File: src/design/kmpg_defines.svh
// Bit positions, reset values and sampling figures for the keyboard and mouse pin glue
`ifndef KMPG_DEFINES_SVH
`define KMPG_DEFINES_SVH

// Controller output port 2 bit positions
`define KMPG_P2_KBD_CLK 6
`define KMPG_P2_KBD_DAT 7
`define KMPG_P2_MS_CLK 3
`define KMPG_P2_MS_DAT 2
`define KMPG_P2_ADDR_GATE 1
`define KMPG_P2_KBD_RST 0

// Controller port 1 bit positions
`define KMPG_P1_KBD_DAT 0
`define KMPG_P1_MS_DAT 1
`define KMPG_P1_GP0 2
`define KMPG_P1_GP1 6
`define KMPG_P1_GP2 7

// Index of each sampled pin inside the synchroniser vector
`define KMPG_IDX_KBD_CLK 0
`define KMPG_IDX_KBD_DAT 1
`define KMPG_IDX_MS_CLK 2
`define KMPG_IDX_MS_DAT 3
`define KMPG_IDX_GP0 4
`define KMPG_IDX_GP1 5
`define KMPG_IDX_GP2 6

// Counts and widths
`define KMPG_LINK_PINS 4
`define KMPG_GP_PINS 3
`define KMPG_SYNC_PINS 7
`define KMPG_PORT_W 8

// Reset values
`define KMPG_PIN_IDLE 1'b1
`define KMPG_PIN_DRIVE 1'b0
`define KMPG_P1_RST 8'hFF
`define KMPG_WAKE_RST 4'h0

`endif

File: src/design/kmpg_pkg.sv
// Types shared by the keyboard and mouse pin glue modules
`include "kmpg_defines.svh"

package kmpg_pkg;

    // Controller port image
    typedef logic [`KMPG_PORT_W-1:0] kmpg_port_t;

    // Wake-up vector, one bit per two-wire line
    typedef logic [`KMPG_LINK_PINS-1:0] kmpg_wake_t;

    // Whole registered state of the top module
    typedef struct packed {
        logic [`KMPG_LINK_PINS-1:0] link_oe;
        logic addr_gate_oe;
        logic kbd_rst_oe;
        logic [`KMPG_GP_PINS-1:0] gp_oe;
        logic drv_level;
        logic test0;
        logic test1;
        kmpg_port_t port1_in;
        kmpg_wake_t wake_pulse;
        kmpg_wake_t wake_sticky;
        logic wake_any;
    } kmpg_state_t;

endpackage : kmpg_pkg

File: src/design/kmpg_sync_if.sv
// Interface between the top module and the pin synchroniser
interface kmpg_sync_if #(
    parameter int WIDTH = 7
);
    logic [WIDTH-1:0] pin_raw;
    logic [WIDTH-1:0] level;
    logic [WIDTH-1:0] activity;

    // Top module hands raw pins in and reads clean levels back
    modport user (
        output pin_raw,
        input level,
        input activity
    );

    // Synchroniser side
    modport sync (
        input pin_raw,
        output level,
        output activity
    );
endinterface : kmpg_sync_if

File: src/design/kmpg_pin_sync.sv
// Two-stage synchroniser and edge finder for the sampled pins
`include "kmpg_defines.svh"
module kmpg_pin_sync #(
    parameter int WIDTH = 7
) (
    // Clock and reset
    input wire logic i_core_clk,
    input wire logic i_nrst,
    // Pin levels in, clean levels and activity out
    kmpg_sync_if.sync sync_bus
);
    import kmpg_pkg::*;

    typedef struct packed {
        logic [WIDTH-1:0] meta;
        logic [WIDTH-1:0] stable;
        logic [WIDTH-1:0] prev;
    } kmpg_sync_state_t;

    kmpg_sync_state_t state_ff;
    kmpg_sync_state_t nxt_state;

    // Shift chain; meta is read only by stable, never by the edge logic
    always_comb begin
        nxt_state = state_ff;
        nxt_state.meta = sync_bus.pin_raw;
        nxt_state.stable = state_ff.meta;
        nxt_state.prev = state_ff.stable;
    end

    // Lines idle high through their pull-ups, so reset to released
    always_ff @(posedge i_core_clk) begin
        if (!i_nrst) begin
            state_ff.meta <= {WIDTH{`KMPG_PIN_IDLE}};
            state_ff.stable <= {WIDTH{`KMPG_PIN_IDLE}};
            state_ff.prev <= {WIDTH{`KMPG_PIN_IDLE}};
        end else begin
            state_ff <= nxt_state;
        end
    end

    // Any change of a clean level counts as activity for one cycle
    assign sync_bus.level = state_ff.stable;
    assign sync_bus.activity = state_ff.stable ^ state_ff.prev;

endmodule // kmpg_pin_sync

File: src/design/kmpg_glue.sv
// Pin glue between the embedded keyboard and mouse controller and its external pins
`include "kmpg_defines.svh"

module kmpg_glue (
    // Clock and reset
    input wire logic i_core_clk,
    input wire logic i_nrst,
    // Controller output ports, same clock domain
    input wire kmpg_pkg::kmpg_port_t i_port2,
    input wire kmpg_pkg::kmpg_port_t i_port1_out,
    // Controller inputs fed back from the pins
    output logic o_test_input_zero,
    output logic o_test_input_one,
    output kmpg_pkg::kmpg_port_t o_port1_in,
    // Keyboard clock pin
    input wire logic i_keyboard_clock_pin,
    output logic o_keyboard_clock_pin,
    output logic o_keyboard_clock_pin_oe,
    // Keyboard data pin
    input wire logic i_keyboard_data_pin,
    output logic o_keyboard_data_pin,
    output logic o_keyboard_data_pin_oe,
    // Mouse clock pin
    input wire logic i_mouse_clock_pin,
    output logic o_mouse_clock_pin,
    output logic o_mouse_clock_pin_oe,
    // Mouse data pin
    input wire logic i_mouse_data_pin,
    output logic o_mouse_data_pin,
    output logic o_mouse_data_pin_oe,
    // Address line gate and keyboard reset, open-drain outputs
    output logic o_addr_line_gate_out,
    output logic o_addr_line_gate_out_oe,
    output logic o_keyboard_reset_out,
    output logic o_keyboard_reset_out_oe,
    // General-purpose pins on port 1 bits 2, 6, 7
    input wire logic [`KMPG_GP_PINS-1:0] i_gp_pin,
    output logic [`KMPG_GP_PINS-1:0] o_gp_pin,
    output logic [`KMPG_GP_PINS-1:0] o_gp_pin_oe,
    // Wake-up events
    input wire kmpg_pkg::kmpg_wake_t i_wake_en,
    input wire kmpg_pkg::kmpg_wake_t i_wake_clr,
    output kmpg_pkg::kmpg_wake_t o_wake_event,
    output kmpg_pkg::kmpg_wake_t o_wake_status,
    output logic o_wake_any
);
    import kmpg_pkg::*;

    // Open-drain convention for every pin of this block:
    // the data output is tied low and only the enable moves.
    // Enable high means the glue pulls the wire down; enable low
    // leaves the wire to its external pull-up resistor.
    // Never driving high means the glue cannot fight a keyboard
    // or mouse that holds the same wire low at that moment.
    // Limitation: the level seen back is the wired AND of both
    // sides, so firmware must release a line before it reads
    // what the far side is sending on it.

    // Whole registered state; every top-level output reads it
    kmpg_state_t state_ff;
    // Next value, filled by the single combinational process
    kmpg_state_t nxt_state;

    // Every pin is asynchronous to the core clock, so each one passes
    // two flip-flops before any logic reads it. The price is a three
    // cycle delay on each feedback path, far below any bit time of
    // the two-wire link, so the controller never notices it.
    // Pin synchroniser shared by the two-wire lines and general-purpose pins
    kmpg_sync_if #(.WIDTH(`KMPG_SYNC_PINS)) sync_bus ();

    kmpg_pin_sync #(
        .WIDTH(`KMPG_SYNC_PINS)
    ) u_pin_sync (
        .i_core_clk(i_core_clk),
        .i_nrst(i_nrst),
        .sync_bus(sync_bus.sync)
    );

    // Raw pins enter the synchroniser; nothing else reads them.
    // Two-wire lines sit in the low part of the vector
    always_comb begin
        sync_bus.pin_raw[`KMPG_IDX_KBD_CLK] = i_keyboard_clock_pin;
        sync_bus.pin_raw[`KMPG_IDX_KBD_DAT] = i_keyboard_data_pin;
        sync_bus.pin_raw[`KMPG_IDX_MS_CLK] = i_mouse_clock_pin;
        sync_bus.pin_raw[`KMPG_IDX_MS_DAT] = i_mouse_data_pin;

        // General-purpose pins ride in the upper part
        sync_bus.pin_raw[`KMPG_IDX_GP0] = i_gp_pin[0];
        sync_bus.pin_raw[`KMPG_IDX_GP1] = i_gp_pin[1];
        sync_bus.pin_raw[`KMPG_IDX_GP2] = i_gp_pin[2];
    end

    // Open-drain enable for a pin whose level should equal the bit:
    // a one releases the pin to its pull-up, a zero pulls it low
    function automatic logic od_follow(input logic bit_val);
        od_follow = ~bit_val;
    endfunction

    // Open-drain enable for a two-wire line driven through an inverter:
    // the port bit itself is the pull request
    function automatic logic od_invert(input logic bit_val);
        od_invert = bit_val;
    endfunction

    // Next state. Drive enables follow the port bits after one edge,
    // which keeps every pin enable glitch free even while the
    // controller rewrites a whole port in one cycle
    always_comb begin
        nxt_state = state_ff;
        // Pin data stays low; only the enables below move
        nxt_state.drv_level = `KMPG_PIN_DRIVE;

        // Keyboard and mouse lines: a one in the port bit pulls low
        nxt_state.link_oe[`KMPG_IDX_KBD_CLK] = od_invert(i_port2[`KMPG_P2_KBD_CLK]);
        nxt_state.link_oe[`KMPG_IDX_KBD_DAT] = od_invert(i_port2[`KMPG_P2_KBD_DAT]);
        nxt_state.link_oe[`KMPG_IDX_MS_CLK] = od_invert(i_port2[`KMPG_P2_MS_CLK]);
        nxt_state.link_oe[`KMPG_IDX_MS_DAT] = od_invert(i_port2[`KMPG_P2_MS_DAT]);

        // Gate and reset outputs are not inverted: a zero bit pulls low
        nxt_state.addr_gate_oe = od_follow(i_port2[`KMPG_P2_ADDR_GATE]);
        nxt_state.kbd_rst_oe = od_follow(i_port2[`KMPG_P2_KBD_RST]);

        // General-purpose pins: firmware writes a one to release before sampling
        nxt_state.gp_oe[0] = od_follow(i_port1_out[`KMPG_P1_GP0]);
        nxt_state.gp_oe[1] = od_follow(i_port1_out[`KMPG_P1_GP1]);
        nxt_state.gp_oe[2] = od_follow(i_port1_out[`KMPG_P1_GP2]);

        // Pin levels back to the controller inputs; unwired bits read released
        nxt_state.test0 = sync_bus.level[`KMPG_IDX_KBD_CLK];
        nxt_state.test1 = sync_bus.level[`KMPG_IDX_MS_CLK];
        nxt_state.port1_in = `KMPG_P1_RST;
        nxt_state.port1_in[`KMPG_P1_KBD_DAT] = sync_bus.level[`KMPG_IDX_KBD_DAT];
        nxt_state.port1_in[`KMPG_P1_MS_DAT] = sync_bus.level[`KMPG_IDX_MS_DAT];
        nxt_state.port1_in[`KMPG_P1_GP0] = sync_bus.level[`KMPG_IDX_GP0];
        nxt_state.port1_in[`KMPG_P1_GP1] = sync_bus.level[`KMPG_IDX_GP1];
        nxt_state.port1_in[`KMPG_P1_GP2] = sync_bus.level[`KMPG_IDX_GP2];

        // Wake-up: any edge on an enabled line, including our own drive, counts.
        // Limitation: a glitch shorter than one core clock may fall between
        // samples and be missed; real link edges last far longer.
        nxt_state.wake_pulse = sync_bus.activity[`KMPG_LINK_PINS-1:0] & i_wake_en;
        // A new event in the clearing cycle survives the clear,
        // so no edge is ever lost to a late clear; status holds until cleared
        nxt_state.wake_sticky = (state_ff.wake_sticky & ~i_wake_clr) | nxt_state.wake_pulse;
        nxt_state.wake_any = |nxt_state.wake_sticky;
    end

    // State register with synchronous reset.
    // Reset leaves every pin released and the feedback bits high,
    // matching what the idle pulled-up wires will show
    always_ff @(posedge i_core_clk) begin
        if (!i_nrst) begin
            // No pin pulled
            state_ff.link_oe <= '0;
            state_ff.addr_gate_oe <= 1'b0;
            state_ff.kbd_rst_oe <= 1'b0;
            state_ff.gp_oe <= '0;
            state_ff.drv_level <= `KMPG_PIN_DRIVE;
            // Feedback reads released
            state_ff.test0 <= `KMPG_PIN_IDLE;
            state_ff.test1 <= `KMPG_PIN_IDLE;
            state_ff.port1_in <= `KMPG_P1_RST;
            // No pending wake-up
            state_ff.wake_pulse <= `KMPG_WAKE_RST;
            state_ff.wake_sticky <= `KMPG_WAKE_RST;
            state_ff.wake_any <= 1'b0;
        end else begin
            state_ff <= nxt_state;
        end
    end

    // Pin outputs only ever drive low; the enable decides pull or release.
    // Data and enable come from flip-flops, so no combinational path
    // runs from any input to a pin.

    // Keyboard clock pin
    assign o_keyboard_clock_pin = state_ff.drv_level;
    assign o_keyboard_clock_pin_oe = state_ff.link_oe[`KMPG_IDX_KBD_CLK];

    // Keyboard data pin
    assign o_keyboard_data_pin = state_ff.drv_level;
    assign o_keyboard_data_pin_oe = state_ff.link_oe[`KMPG_IDX_KBD_DAT];

    // Mouse clock pin
    assign o_mouse_clock_pin = state_ff.drv_level;
    assign o_mouse_clock_pin_oe = state_ff.link_oe[`KMPG_IDX_MS_CLK];

    // Mouse data pin
    assign o_mouse_data_pin = state_ff.drv_level;
    assign o_mouse_data_pin_oe = state_ff.link_oe[`KMPG_IDX_MS_DAT];

    // Address line gate pin, level equals the port bit
    assign o_addr_line_gate_out = state_ff.drv_level;
    assign o_addr_line_gate_out_oe = state_ff.addr_gate_oe;

    // Keyboard reset pin, level equals the port bit
    assign o_keyboard_reset_out = state_ff.drv_level;
    assign o_keyboard_reset_out_oe = state_ff.kbd_rst_oe;

    // General-purpose pins on port 1 bits 2, 6, 7
    assign o_gp_pin = {`KMPG_GP_PINS{state_ff.drv_level}};
    assign o_gp_pin_oe = state_ff.gp_oe;

    // Controller feedback: pin levels after synchronisation
    assign o_test_input_zero = state_ff.test0;
    assign o_test_input_one = state_ff.test1;
    assign o_port1_in = state_ff.port1_in;

    // Wake-up outputs; the summary bit shares the cycle of the status
    assign o_wake_event = state_ff.wake_pulse;
    assign o_wake_status = state_ff.wake_sticky;
    assign o_wake_any = state_ff.wake_any;

endmodule // kmpg_glue

File: config.mk
export PLATFORM = sky130hd
export DESIGN_NAME = kmpg_glue
export DESIGN_NICKNAME = d
export VERILOG_FILES = /design/src/design/kmpg_pkg.sv /design/src/design/kmpg_sync_if.sv /design/src/design/kmpg_pin_sync.sv /design/src/design/kmpg_glue.sv
export VERILOG_INCLUDE_DIRS = /design/src /design/src/design
export SDC_FILE = /design/constraint.sdc
export NUM_CORES = 1
export LEC_CHECK = 0
export ABC_AREA = 1
export CORE_UTILIZATION = 50
export DETAILED_ROUTE_END_ITERATION = 7
export DONT_BUFFER_PORTS = 1
export GPL_ROUTABILITY_DRIVEN = 0
export GPL_TIMING_DRIVEN = 0
export PLACE_DENSITY_LB_ADDON = 0.12
export SLEW_MARGIN = 20
export SYNTH_ARGS = -nofsm -noshare
export SYNTH_HDL_FRONTEND = slang
export SYNTH_SLANG_ARGS = --single-unit
File: constraint.sdc
create_clock -name i_core_clk -period 1.4 [get_ports i_core_clk]
set_input_delay 0.28 -clock i_core_clk [delete_from_list [all_inputs] [get_ports i_core_clk]]
set_output_delay 0.28 -clock i_core_clk [all_outputs]
set_load 0.02 [all_outputs]
==> impl_metrics.yaml, run 1 <==
die:
  die_y_um: 52.4
  dieArea_mm2: 0.00275
  ios: 70
  die_x_um: 52.4
  rows: 17
  design.core.area_mm2: 0.00230
  start_util_pct: 55.4
critical_path:
  cp_data_required_time_ns: 1.63
  crit_start: "o_port1_in[1]"
  setup.worst_path.class: "reg -> reg"
  cp_slowest_cell: "dfxtp_1"
  critPathLaunchType: "register"
  critical_path.cell_chain: "nand2_1 > nand2_1 > nor2_1 > nor2_2 > nand2_1 > nor2_1 > nor2_1"
  crit_end: "o_wake_any"
  path_depth: 7
  worstReg2RegStart: "o_port1_in[1]"
  cp_slowest_stage_delay_ns: 0.49
  timing.rr.end: "o_wake_any"
  critical_path_buf_inv_count: 0
  r2r_slack_ns: 0.28
  crit_fanout: 3
  critical-path-top-delay-family: "simple AND/OR/NAND/NOR gates"
  reg2reg_depth: 7
  worst_setup_path_end_kind: "register"
  crit_arrival_ns: 1.35
timing:
  period_share_pct: 80.2
  maxSlewViolCount: 0
  skew_ns: 0.00754
  rsz0062_at_grt: "false"
  max_freq_ghz: 0.890
  finalSetupViolCount: 0
  hold_viol_final: 0
  post-route-min-period_ns: 1.12
  setup_ws_ns: 0.277
  finalSetupTns_ns: 0
  whs_ns: 0.0348
clock_tree:
  cts_setup_buffers: 0
  cts_tree: "built"
  cts.root.buffer_cell: "clkbuf_4"
  cts.path.max_buffers: 2
  cts.reportedPaths.clkPinSlew_ns: 0.11
  cts_sinks: 39
  clk_latency_ns: 0.33
  htree_levels: 2
  cts_made_buffers: 5
cells_and_area:
  drive_gt1_share_pct: 23.4
  final_nets: 186
  area_growth_syn_to_layout_pct: 16.4
  num_antenna_cells: 0
  utilization_pct: 64.5
placement:
  dp_hpwl_mm: 1.28
  dpl_worst_slack_ns: 0.291
  portBuffers: 0
logic_synthesis:
  synth-edff-count: 0
  syn-cell-area_mm2: 0.00127
  ys_seq_elements: 39
  synthTopCellsByCount: "dfxtp_1 (39), nor2_1 (24), or2_1 (16), nand2_1 (14), buf_4 (12)"
  seq_area_frac_synth_pct: 61.4
  synth_most_common_cell: "dfxtp_1"
  async_reset_ff_share_pct: 0
  ys_warn_count: 0
  synth.avg_cell_area_um2: 9.71
  yosys.area_share.xor_xnor_pct: 0
  synthFlopType: "dfxtp_1"
  synthAdderAreaFrac_pct: 0
  synth_top_area_cell: "dfxtp_1"
  synth.mux.area_fraction_pct: 0
  synth_top_area_share_pct: 61.4
  ys_types: 13
  synth_compound_area_share_pct: 0
  synth.area.top_cells: "dfxtp_1 (61%), or2_1 (7.9%), buf_4 (7.1%), nor2_1 (7.1%), nand2_1 (4.1%)"
  synth_top_family_by_area: "simple AND/OR/NAND/NOR gates"
  synth-simple-area-share_pct: 26.2
  netlist_instances: 131
global_route:
  grt_pass1_wl_mm: 2.73
  grtUsageTotal_pct: 14.7
  grt_pass1_vias: 682
  antenna_found_initial: 0
  grt_max_degree: 13
  grt_remaining_overflow: 0
power_and_ir_drop:
  vdd.ir_drop.worst_uv: 982
  power_density_mw_per_mm2: 1420
  p_leak_nw: 0.698
drt:
  drtIter0Drc: 8
  vias_per_cell: 4.27
  drc: 0
  dr.pass1.iters: 2
  wl_mm: 1.84
  antenna_left: 0
  vias: 778
  wire_per_inst_um: 10.1
flow_run:
  cap_viol_max_count: 0
hold_path:
  hold_class: "in -> reg"
run_status:
  status: "complete, no violations"
## per-stage QoR
stage | instances | instance area [um2] | power [W]
after floorplan | 141 | 1310 | 0.00135
after global placement | 169 | 1350 | 0.00136
after detailed placement | 169 | 1350 | 0.00136
after CTS | 182 | 1480 | 0.00213
after global routing | 182 | 1480 | 0.00221
final | 182 | 1480 | 0.00211
## worst reg2reg max path: cells and delay by family, from the launching register on
family	cells	cell delay (ns)
flops	1	0.49
simple gates	7	0.53
## cells by family after synthesis
logic type,count (synthesis)
and+or+nand+nor,66
other,2
DFF,39
buffers and inverters,24
## layout make-up
class	instances	area, um2
clock buffers	6	51.3
flip-flops and latches	39	781
repair buffers	5	50.0
plain buffers	15	118
well taps	28	35.0
clock inverters	2	35.0
inverters	9	33.8
fillers	195	816
multi-input cells	78	378
## layout by cell type, fill, tap and decap left out, drive strengths merged
master and n:
dfxtp 39, nor2 27, or2 21, buf 15
nand2 14, conb 12, inv 9, clkbuf 6
dlygate4sd3 5, nor3 4, bufinv 1, clkinv 1
## what timing repair did
| action | in CTS | in global routing |
|---|---|---|
| gates resized for setup | 0 | 0 |
| hold buffers | 5 | 0 |
| endpoints found under the setup margin | 0 | 0 |
| hold endpoints to repair | 5 | 0 |
## flip-flops by register name, summed over array words and instances, names as in the netlist
name and flops:
o_wake_status 4, o_mouse_clock_pin_oe 1, o_keyboard_reset_out_oe 1, o_mouse_data_pin_oe 1, u_pin_sync.state_ff 2, o_wake_event 4, o_keyboard_data_pin_oe 1, o_port1_in 5
o_gp_pin_oe 3, o_keyboard_clock_pin_oe 1, u_pin_sync.nxt_state 7, u_pin_sync.sync_bus.level 7, o_addr_line_gate_out_oe 1, o_wake_any 1
## where the power goes
group          total [W]  internal [W]  switching [W]  leakage [nW]
clock           0.000756      0.000422       0.000334        0.0482
sequential       0.00121       0.00116      0.0000547         0.322
combinational   0.000138     0.0000644      0.0000737         0.328
## per-layer routing
layer | global-route usage, % | routed length (um)
met5 | 0 | 0
met2 | 25.3 | 927
met1 | 13.3 | 714
met3 | 8.41 | 178
met4 | 7.89 | 14
## worst min-delay path by stage
| stage | startpoint | to | slack [ns] | cells after the start |
|---|---|---|---|---|
| after floorplan | i_port2[1] | o_addr_line_gate_out_oe | 0.35 | 1 |
| after global placement | i_port1_out[6] | o_gp_pin_oe[1] | 0.35 | 1 |
| after detailed placement | i_port1_out[6] | o_gp_pin_oe[1] | 0.35 | 1 |
| after CTS | i_nrst | o_keyboard_clock_pin_oe | 0.02 | 2 |
| after global routing | i_nrst | o_mouse_data_pin_oe | 0.01 | 2 |
| final | i_nrst | o_keyboard_clock_pin_oe | 0.03 | 2 |
(Power assumes the default switching activity.)
==> inputs of run 2 (changes only) <==
--- a/config.mk
+++ b/config.mk
@@ -6,7 +6,7 @@
 export SDC_FILE = /design/constraint.sdc
 export NUM_CORES = 1
 export LEC_CHECK = 0
-export ABC_AREA = 1
+export ABC_AREA = 0
 export CORE_UTILIZATION = 50
 export DETAILED_ROUTE_END_ITERATION = 7
 export DONT_BUFFER_PORTS = 1
==> constraint.sdc (replaced) <==
create_clock -name i_core_clk -period 1.04 [get_ports i_core_clk]
set_input_delay 0.208 -clock i_core_clk [delete_from_list [all_inputs] [get_ports i_core_clk]]
set_output_delay 0.208 -clock i_core_clk [all_outputs]
set_load 0.02 [all_outputs]
==> run 2 against run 1 <==
Synthesized cell count fell by 18%. Register-to-register slack got worse by 0.24 ns. Global-route usage rose by 2.1 points. Die area fell by 4.9%.
==> impl_metrics.yaml, run 2 <==
logic_synthesis:
  seq_area_frac_synth_pct: 64.7
  syn-cell-area_mm2: 0.00121
  ys_types: 14
  synth-simple-area-share_pct: 19.9
  ys_warn_count: 0
  async_reset_ff_share_pct: 0
  synthAdderAreaFrac_pct: 0
  synth_top_area_cell: "dfxtp_1"
  synth_most_common_cell: "dfxtp_1"
  ys_seq_elements: 39
  synth.area.top_cells: "dfxtp_1 (65%), nand2b_1 (11%), buf_4 (7.5%), xor2_1 (2.9%), nor2_1 (2.8%)"
  synth_top_area_share_pct: 64.7
  synth_compound_area_share_pct: 3.01
  netlist_instances: 108
  synth-edff-count: 0
  synth.mux.area_fraction_pct: 0
  synth.avg_cell_area_um2: 11.2
  synthTopCellsByCount: "dfxtp_1 (39), nand2b_1 (21), buf_4 (12), nor2_1 (9)"
  synthFlopType: "dfxtp_1"
  synth_top_family_by_area: "simple AND/OR/NAND/NOR gates"
  yosys.area_share.xor_xnor_pct: 2.90
clock_tree:
  htree_levels: 2
  cts.root.buffer_cell: "clkbuf_4"
  cts_sinks: 39
  cts_setup_buffers: 0
  cts_tree: "built"
  cts_made_buffers: 5
  clk_latency_ns: 0.34
  cts.reportedPaths.clkPinSlew_ns: 0.11
  cts.path.max_buffers: 2
drt:
  wire_per_inst_um: 11.3
  wl_mm: 1.96
  wl_met3_um: 173
  wl_met2_mm: 1.02
  vias_per_cell: 4.32
  dr.pass1.iters: 3
  wl_met1_um: 704
  highest_layer: "met4"
  vias: 747
  drtIter0Drc: 9
  antenna_left: 0
  drc: 0
power_and_ir_drop:
  p_leak_nw: 0.671
  power_density_mw_per_mm2: 1730
  vdd.ir_drop.worst_uv: 1110
die:
  die_y_um: 51.1
  rows: 17
  start_util_pct: 53.6
  ios: 70
  dieArea_mm2: 0.00262
  design.core.area_mm2: 0.00225
  die_x_um: 51.1
cells_and_area:
  mostFrequentLayoutCells: "dfxtp_1 (33), nand2b_1 (21), dlygate4sd3_1 (19)"
  drive_gt1_share_pct: 23.4
  seq_area_um2: 788
  multi_input_area_um2: 379
  utilization_pct: 69.6
  area_growth_syn_to_layout_pct: 29.9
  nFillCells: 182
  final_common_cell: "dfxtp_1"
  num_antenna_cells: 0
  final_nets: 177
  fin_area_mm2: 0.00157
critical_path:
  critPathLaunchType: "register"
  timing.rr.end: "o_wake_any"
  reg2reg_depth: 3
  crit_end: "o_wake_any"
  crit_arrival_ns: 1.23
  setup.worst_path.class: "reg -> reg"
  worst_setup_path_end_kind: "register"
  crit_fanout: 2
  worstReg2RegStart: "o_port1_in[1]"
  cp_data_required_time_ns: 1.26
  crit_start: "o_port1_in[1]"
  r2r_slack_ns: 0.03
timing:
  post-route-min-period_ns: 1.01
  skew_ns: 0.00936
  period_share_pct: 96.8
  max_freq_ghz: 0.993
  hold_viol_final: 0
  finalSetupViolCount: 0
  maxSlewViolCount: 0
hold_path:
  worstHoldStart: "i_wake_en[0]"
  hold_class: "in -> reg"
flow_run:
  cap_viol_max_count: 0
global_route:
  antenna_found_initial: 0
  grt_max_degree: 12
  grtUsageTotal_pct: 16.8
  grt_pass1_vias: 712
  grt_pass1_wl_mm: 2.94
  grt_remaining_overflow: 0
placement:
  placed_cell_area_mm2: 0.00128
  dp_hpwl_mm: 1.24
  portBuffers: 0
run_status:
  status: "complete, no violations"
-- run 2: changes by cell type in the layout (fill, tap and decap cells not counted), moves of 6 or more --
cell,previous run,this run
dfxtp_1,39,33
nand2b_1,0,21
nand2_1,14,0
dfxtp_2,0,6
or2_1,16,0
inv_1,8,0
dlygate4sd3_1,5,19
nor2_1,24,9
-- run 2: critical path, cell delays in order, from the launching register on --
cell	delay [ns]
dfxtp_2	0.38
xor2_1	0.19
a21oi_2	0.20
a41oi_2	0.12
-- run 2: how the worst min path moves through the flow --
stage / to / slack (ns) / cells after the start
floorplan: o_addr_line_gate_out_oe / 0.28 / 1
CTS: o_wake_event[3] / 0.00005 / 1
detailed placement: o_gp_pin_oe[1] / 0.29 / 1
global route: o_wake_status[1] / 0.002 / 2
finish: o_wake_status[0] / 0.02 / 2
global placement: o_keyboard_reset_out_oe / 0.28 / 1
-- run 2: area by class of cell --
type                    count  share of cell area [%]
clock buffers               8                    4.39
well taps                  28                    2.23
flip-flops and latches     39                    50.2
multi-input cells          63                    24.2
inverters                   1                   0.239
repair buffers             19                    12.1
plain buffers              15                    6.62
-- run 2: stage by stage --
stage               setup WS, ns  cells  TNS [ns]  total power, W  hold WS [ns]
CTS                       0.0180    171         0         0.00272     0.0000508
floorplan                 0.0373    118         0         0.00181         0.280
detailed placement       -0.0999    146    -0.112         0.00183         0.285
global route            -0.00638    173  -0.00638         0.00284       0.00209
finish                    0.0332    173         0         0.00271        0.0219
global placement         -0.0711    146   -0.0711         0.00182         0.281
-- run 2: kinds of logic (layout without fill, tap and decap cells) --
family                 count (synthesis)  count (layout)
flip-flops                            39              39
XOR/XNOR                               4               4
AO/OA/AOI/OAI                          5               5
other                                  2              12
AND/OR/NAND/NOR                       42              42
buffers and inverters                 16              43
-- run 2: timing repair --
item,4_1_cts,5_1_grt
gates resized for setup,5,6
setup endpoints to repair,3,3
endpoints found under the hold margin,17,2
hold buffers,17,2
-- run 2: power breakdown --
group | switching [W] | total [W] | internal, W
logic | 0.000102 | 0.000224 | 0.000122
registers | 0.0000731 | 0.00163 | 0.00156
clock network | 0.000458 | 0.000856 | 0.000398
total | 0.000633 | 0.00271 | 0.00208
-- run 2: routing by layer --
| metal | vias to the layer above | GRT usage [%] |
|---|---|---|
| li1 | 380 | - |
| met1 | 321 | 13.6 |
| met2 | 38 | 30.3 |
| met3 | 8 | 7.44 |
| met4 | 0 | 13.9 |
| met5 | - | 0 |
==> inputs of run 3 (changes only) <==
--- a/config.mk
+++ b/config.mk
@@ -7,6 +7,8 @@
 export NUM_CORES = 1
 export LEC_CHECK = 0
 export ABC_AREA = 0
+export CAP_MARGIN = 20
+export CORE_ASPECT_RATIO = 1.75
 export CORE_UTILIZATION = 50
 export DETAILED_ROUTE_END_ITERATION = 7
 export DONT_BUFFER_PORTS = 1
==> run 3 against run 2 <==
Clock power rose by 3.5%. Sequential power barely moved. Maximum frequency rose by 2.8%. Combinational power fell by 18%. Register-to-register slack improved by 0.03 ns. Clock skew fell by 0.0071 ns. Critical path depth did not move. Utilization fell by 6.8 points. Flip-flop and latch count did not move. Critical path type unchanged. Highest routed layer unchanged.
==> impl_metrics.yaml, run 3 (synthesis gave the netlist of run 2 again) <==
power_and_ir_drop:
  power_density_mw_per_mm2: 1890
  p_leak_nw: 0.611
  vdd.ir_drop.worst_uv: 1130
  total_power_w: 0.00270
die:
  start_util_pct: 53.1
  ios: 70
  dieArea_mm2: 0.00262
  die_y_um: 67.0
  design.core.area_mm2: 0.00227
  die_x_um: 39.1
  rows: 23
clock_tree:
  cts.path.max_buffers: 2
  cts_tree: "built"
  cts_made_buffers: 5
  clk_latency_ns: 0.28
  htree_levels: 2
  cts.root.buffer_cell: "clkbuf_8"
  cts_sinks: 39
  cts.reportedPaths.clkPinSlew_ns: 0.06
drt:
  antenna_left: 0
  dr.pass1.iters: 4
  wl_mm: 1.76
  vias_per_cell: 4.46
  drc: 0
  wire_per_inst_um: 11.5
  drtIter0Drc: 5
  vias: 687
global_route:
  grtUsageTotal_pct: 16.2
  grt_remaining_overflow: 0
  grt_max_degree: 11
  grt_pass1_wl_mm: 2.62
  antenna_found_initial: 0
  grt_pass1_vias: 611
placement:
  portBuffers: 0
  dpl_worst_slack_ns: -0.0719
  dp_hpwl_mm: 1.30
  dp_cells: 143
cells_and_area:
  mostFrequentLayoutCells: "dfxtp_1 (35), nand2b_1 (21), buf_4 (12), conb_1 (12), nor2_1 (9)"
  utilization_pct: 62.7
  num_antenna_cells: 0
  final_nets: 163
  fin_cells: 154
  nFillCells: 199
  drive_gt1_share_pct: 23.3
  area_growth_syn_to_layout_pct: 18.1
  final_common_cell: "dfxtp_1"
timing:
  finalSetupViolCount: 0
  max_freq_ghz: 1.02
  rsz0062_at_grt: "false"
  skew_ns: 0.00222
  period_share_pct: 94.2
  setup_ws_ns: 0.0608
  post-route-min-period_ns: 0.979
  maxSlewViolCount: 0
  hold_viol_final: 0
critical_path:
  crit_arrival_ns: 1.14
  r2r_slack_ns: 0.06
  reg2reg_depth: 3
  crit_fanout: 2
  worst_setup_path_end_kind: "register"
  critical_path.cell_chain: "xor2_1 > a21oi_2 > a41oi_2"
  cp_data_required_time_ns: 1.20
  critPathLaunchType: "register"
  setup.worst_path.class: "reg -> reg"
  cp_slowest_cell: "dfxtp_2"
  cp_slowest_stage_delay_ns: 0.36
flow_run:
  cap_viol_max_count: 0
run_status:
  status: "complete, no violations"
hold_path:
  whs_path_depth: 1
  hold_class: "in -> reg"
-- run 3: worst paths after layout --
path,from,endpoint
worst min-delay path,i_gp_pin[2],u_pin_sync.nxt_state[13]
worst max-delay path,o_port1_in[0],o_wake_any
worst max register to register,o_port1_in[0],o_wake_any
worst min register to register,u_pin_sync.sync_bus.level[4],o_port1_in[2]
-- run 3: final cells by class --
cell class              instances  area [um2]  share of cell area, %
multi-input cells              63         379                   26.6
plain buffers                  15         104                   7.28
inverters                       1        3.75                  0.263
well taps                      25        31.3                   2.19
repair buffers                  5        50.0                   3.51
flip-flops and latches         39         786                   55.1
clock buffers                   6        72.6                   5.09
-- run 3: where the power goes --
part	internal (W)	total [W]	switching [W]
Sequential	0.00156	0.00163	0.0000726
Clock	0.000446	0.000886	0.000440
Combinational	0.0000881	0.000184	0.0000957
-- run 3: stage by stage --
step	hold slack, ns	instance area (um2)	TNS [ns]
global placement	0.282	1280	-0.0533
CTS	0.0149	1420	0
finish	0.0253	1430	0
global route	0.00465	1430	0
floorplan	0.280	1240	0
detailed placement	0.283	1280	-0.0719
-- run 3: timing repair --
action                                 in CTS  in global routing
setup endpoints to repair                   1                  1
gates cloned                                0                  0
resized for setup                           7                  2
setup buffers                               0                  0
endpoints found under the hold margin       5                  0
hold buffers                                5                  0
-- run 3: critical path, delay by kind of cell (launching register included) --
family	cells	cell delay [ns]
XOR/XNOR	1	0.19
AO/OA/AOI/OAI	2	0.31
flip-flops	1	0.36
-- run 3: layer usage --
layer	vias up	track usage [%]	routed length (um)
met2	43	27.5	955
met4	0	12.9	62
met5	-	0	0
met1	292	11.8	575
met3	6	9.33	170
li1	346	-	-
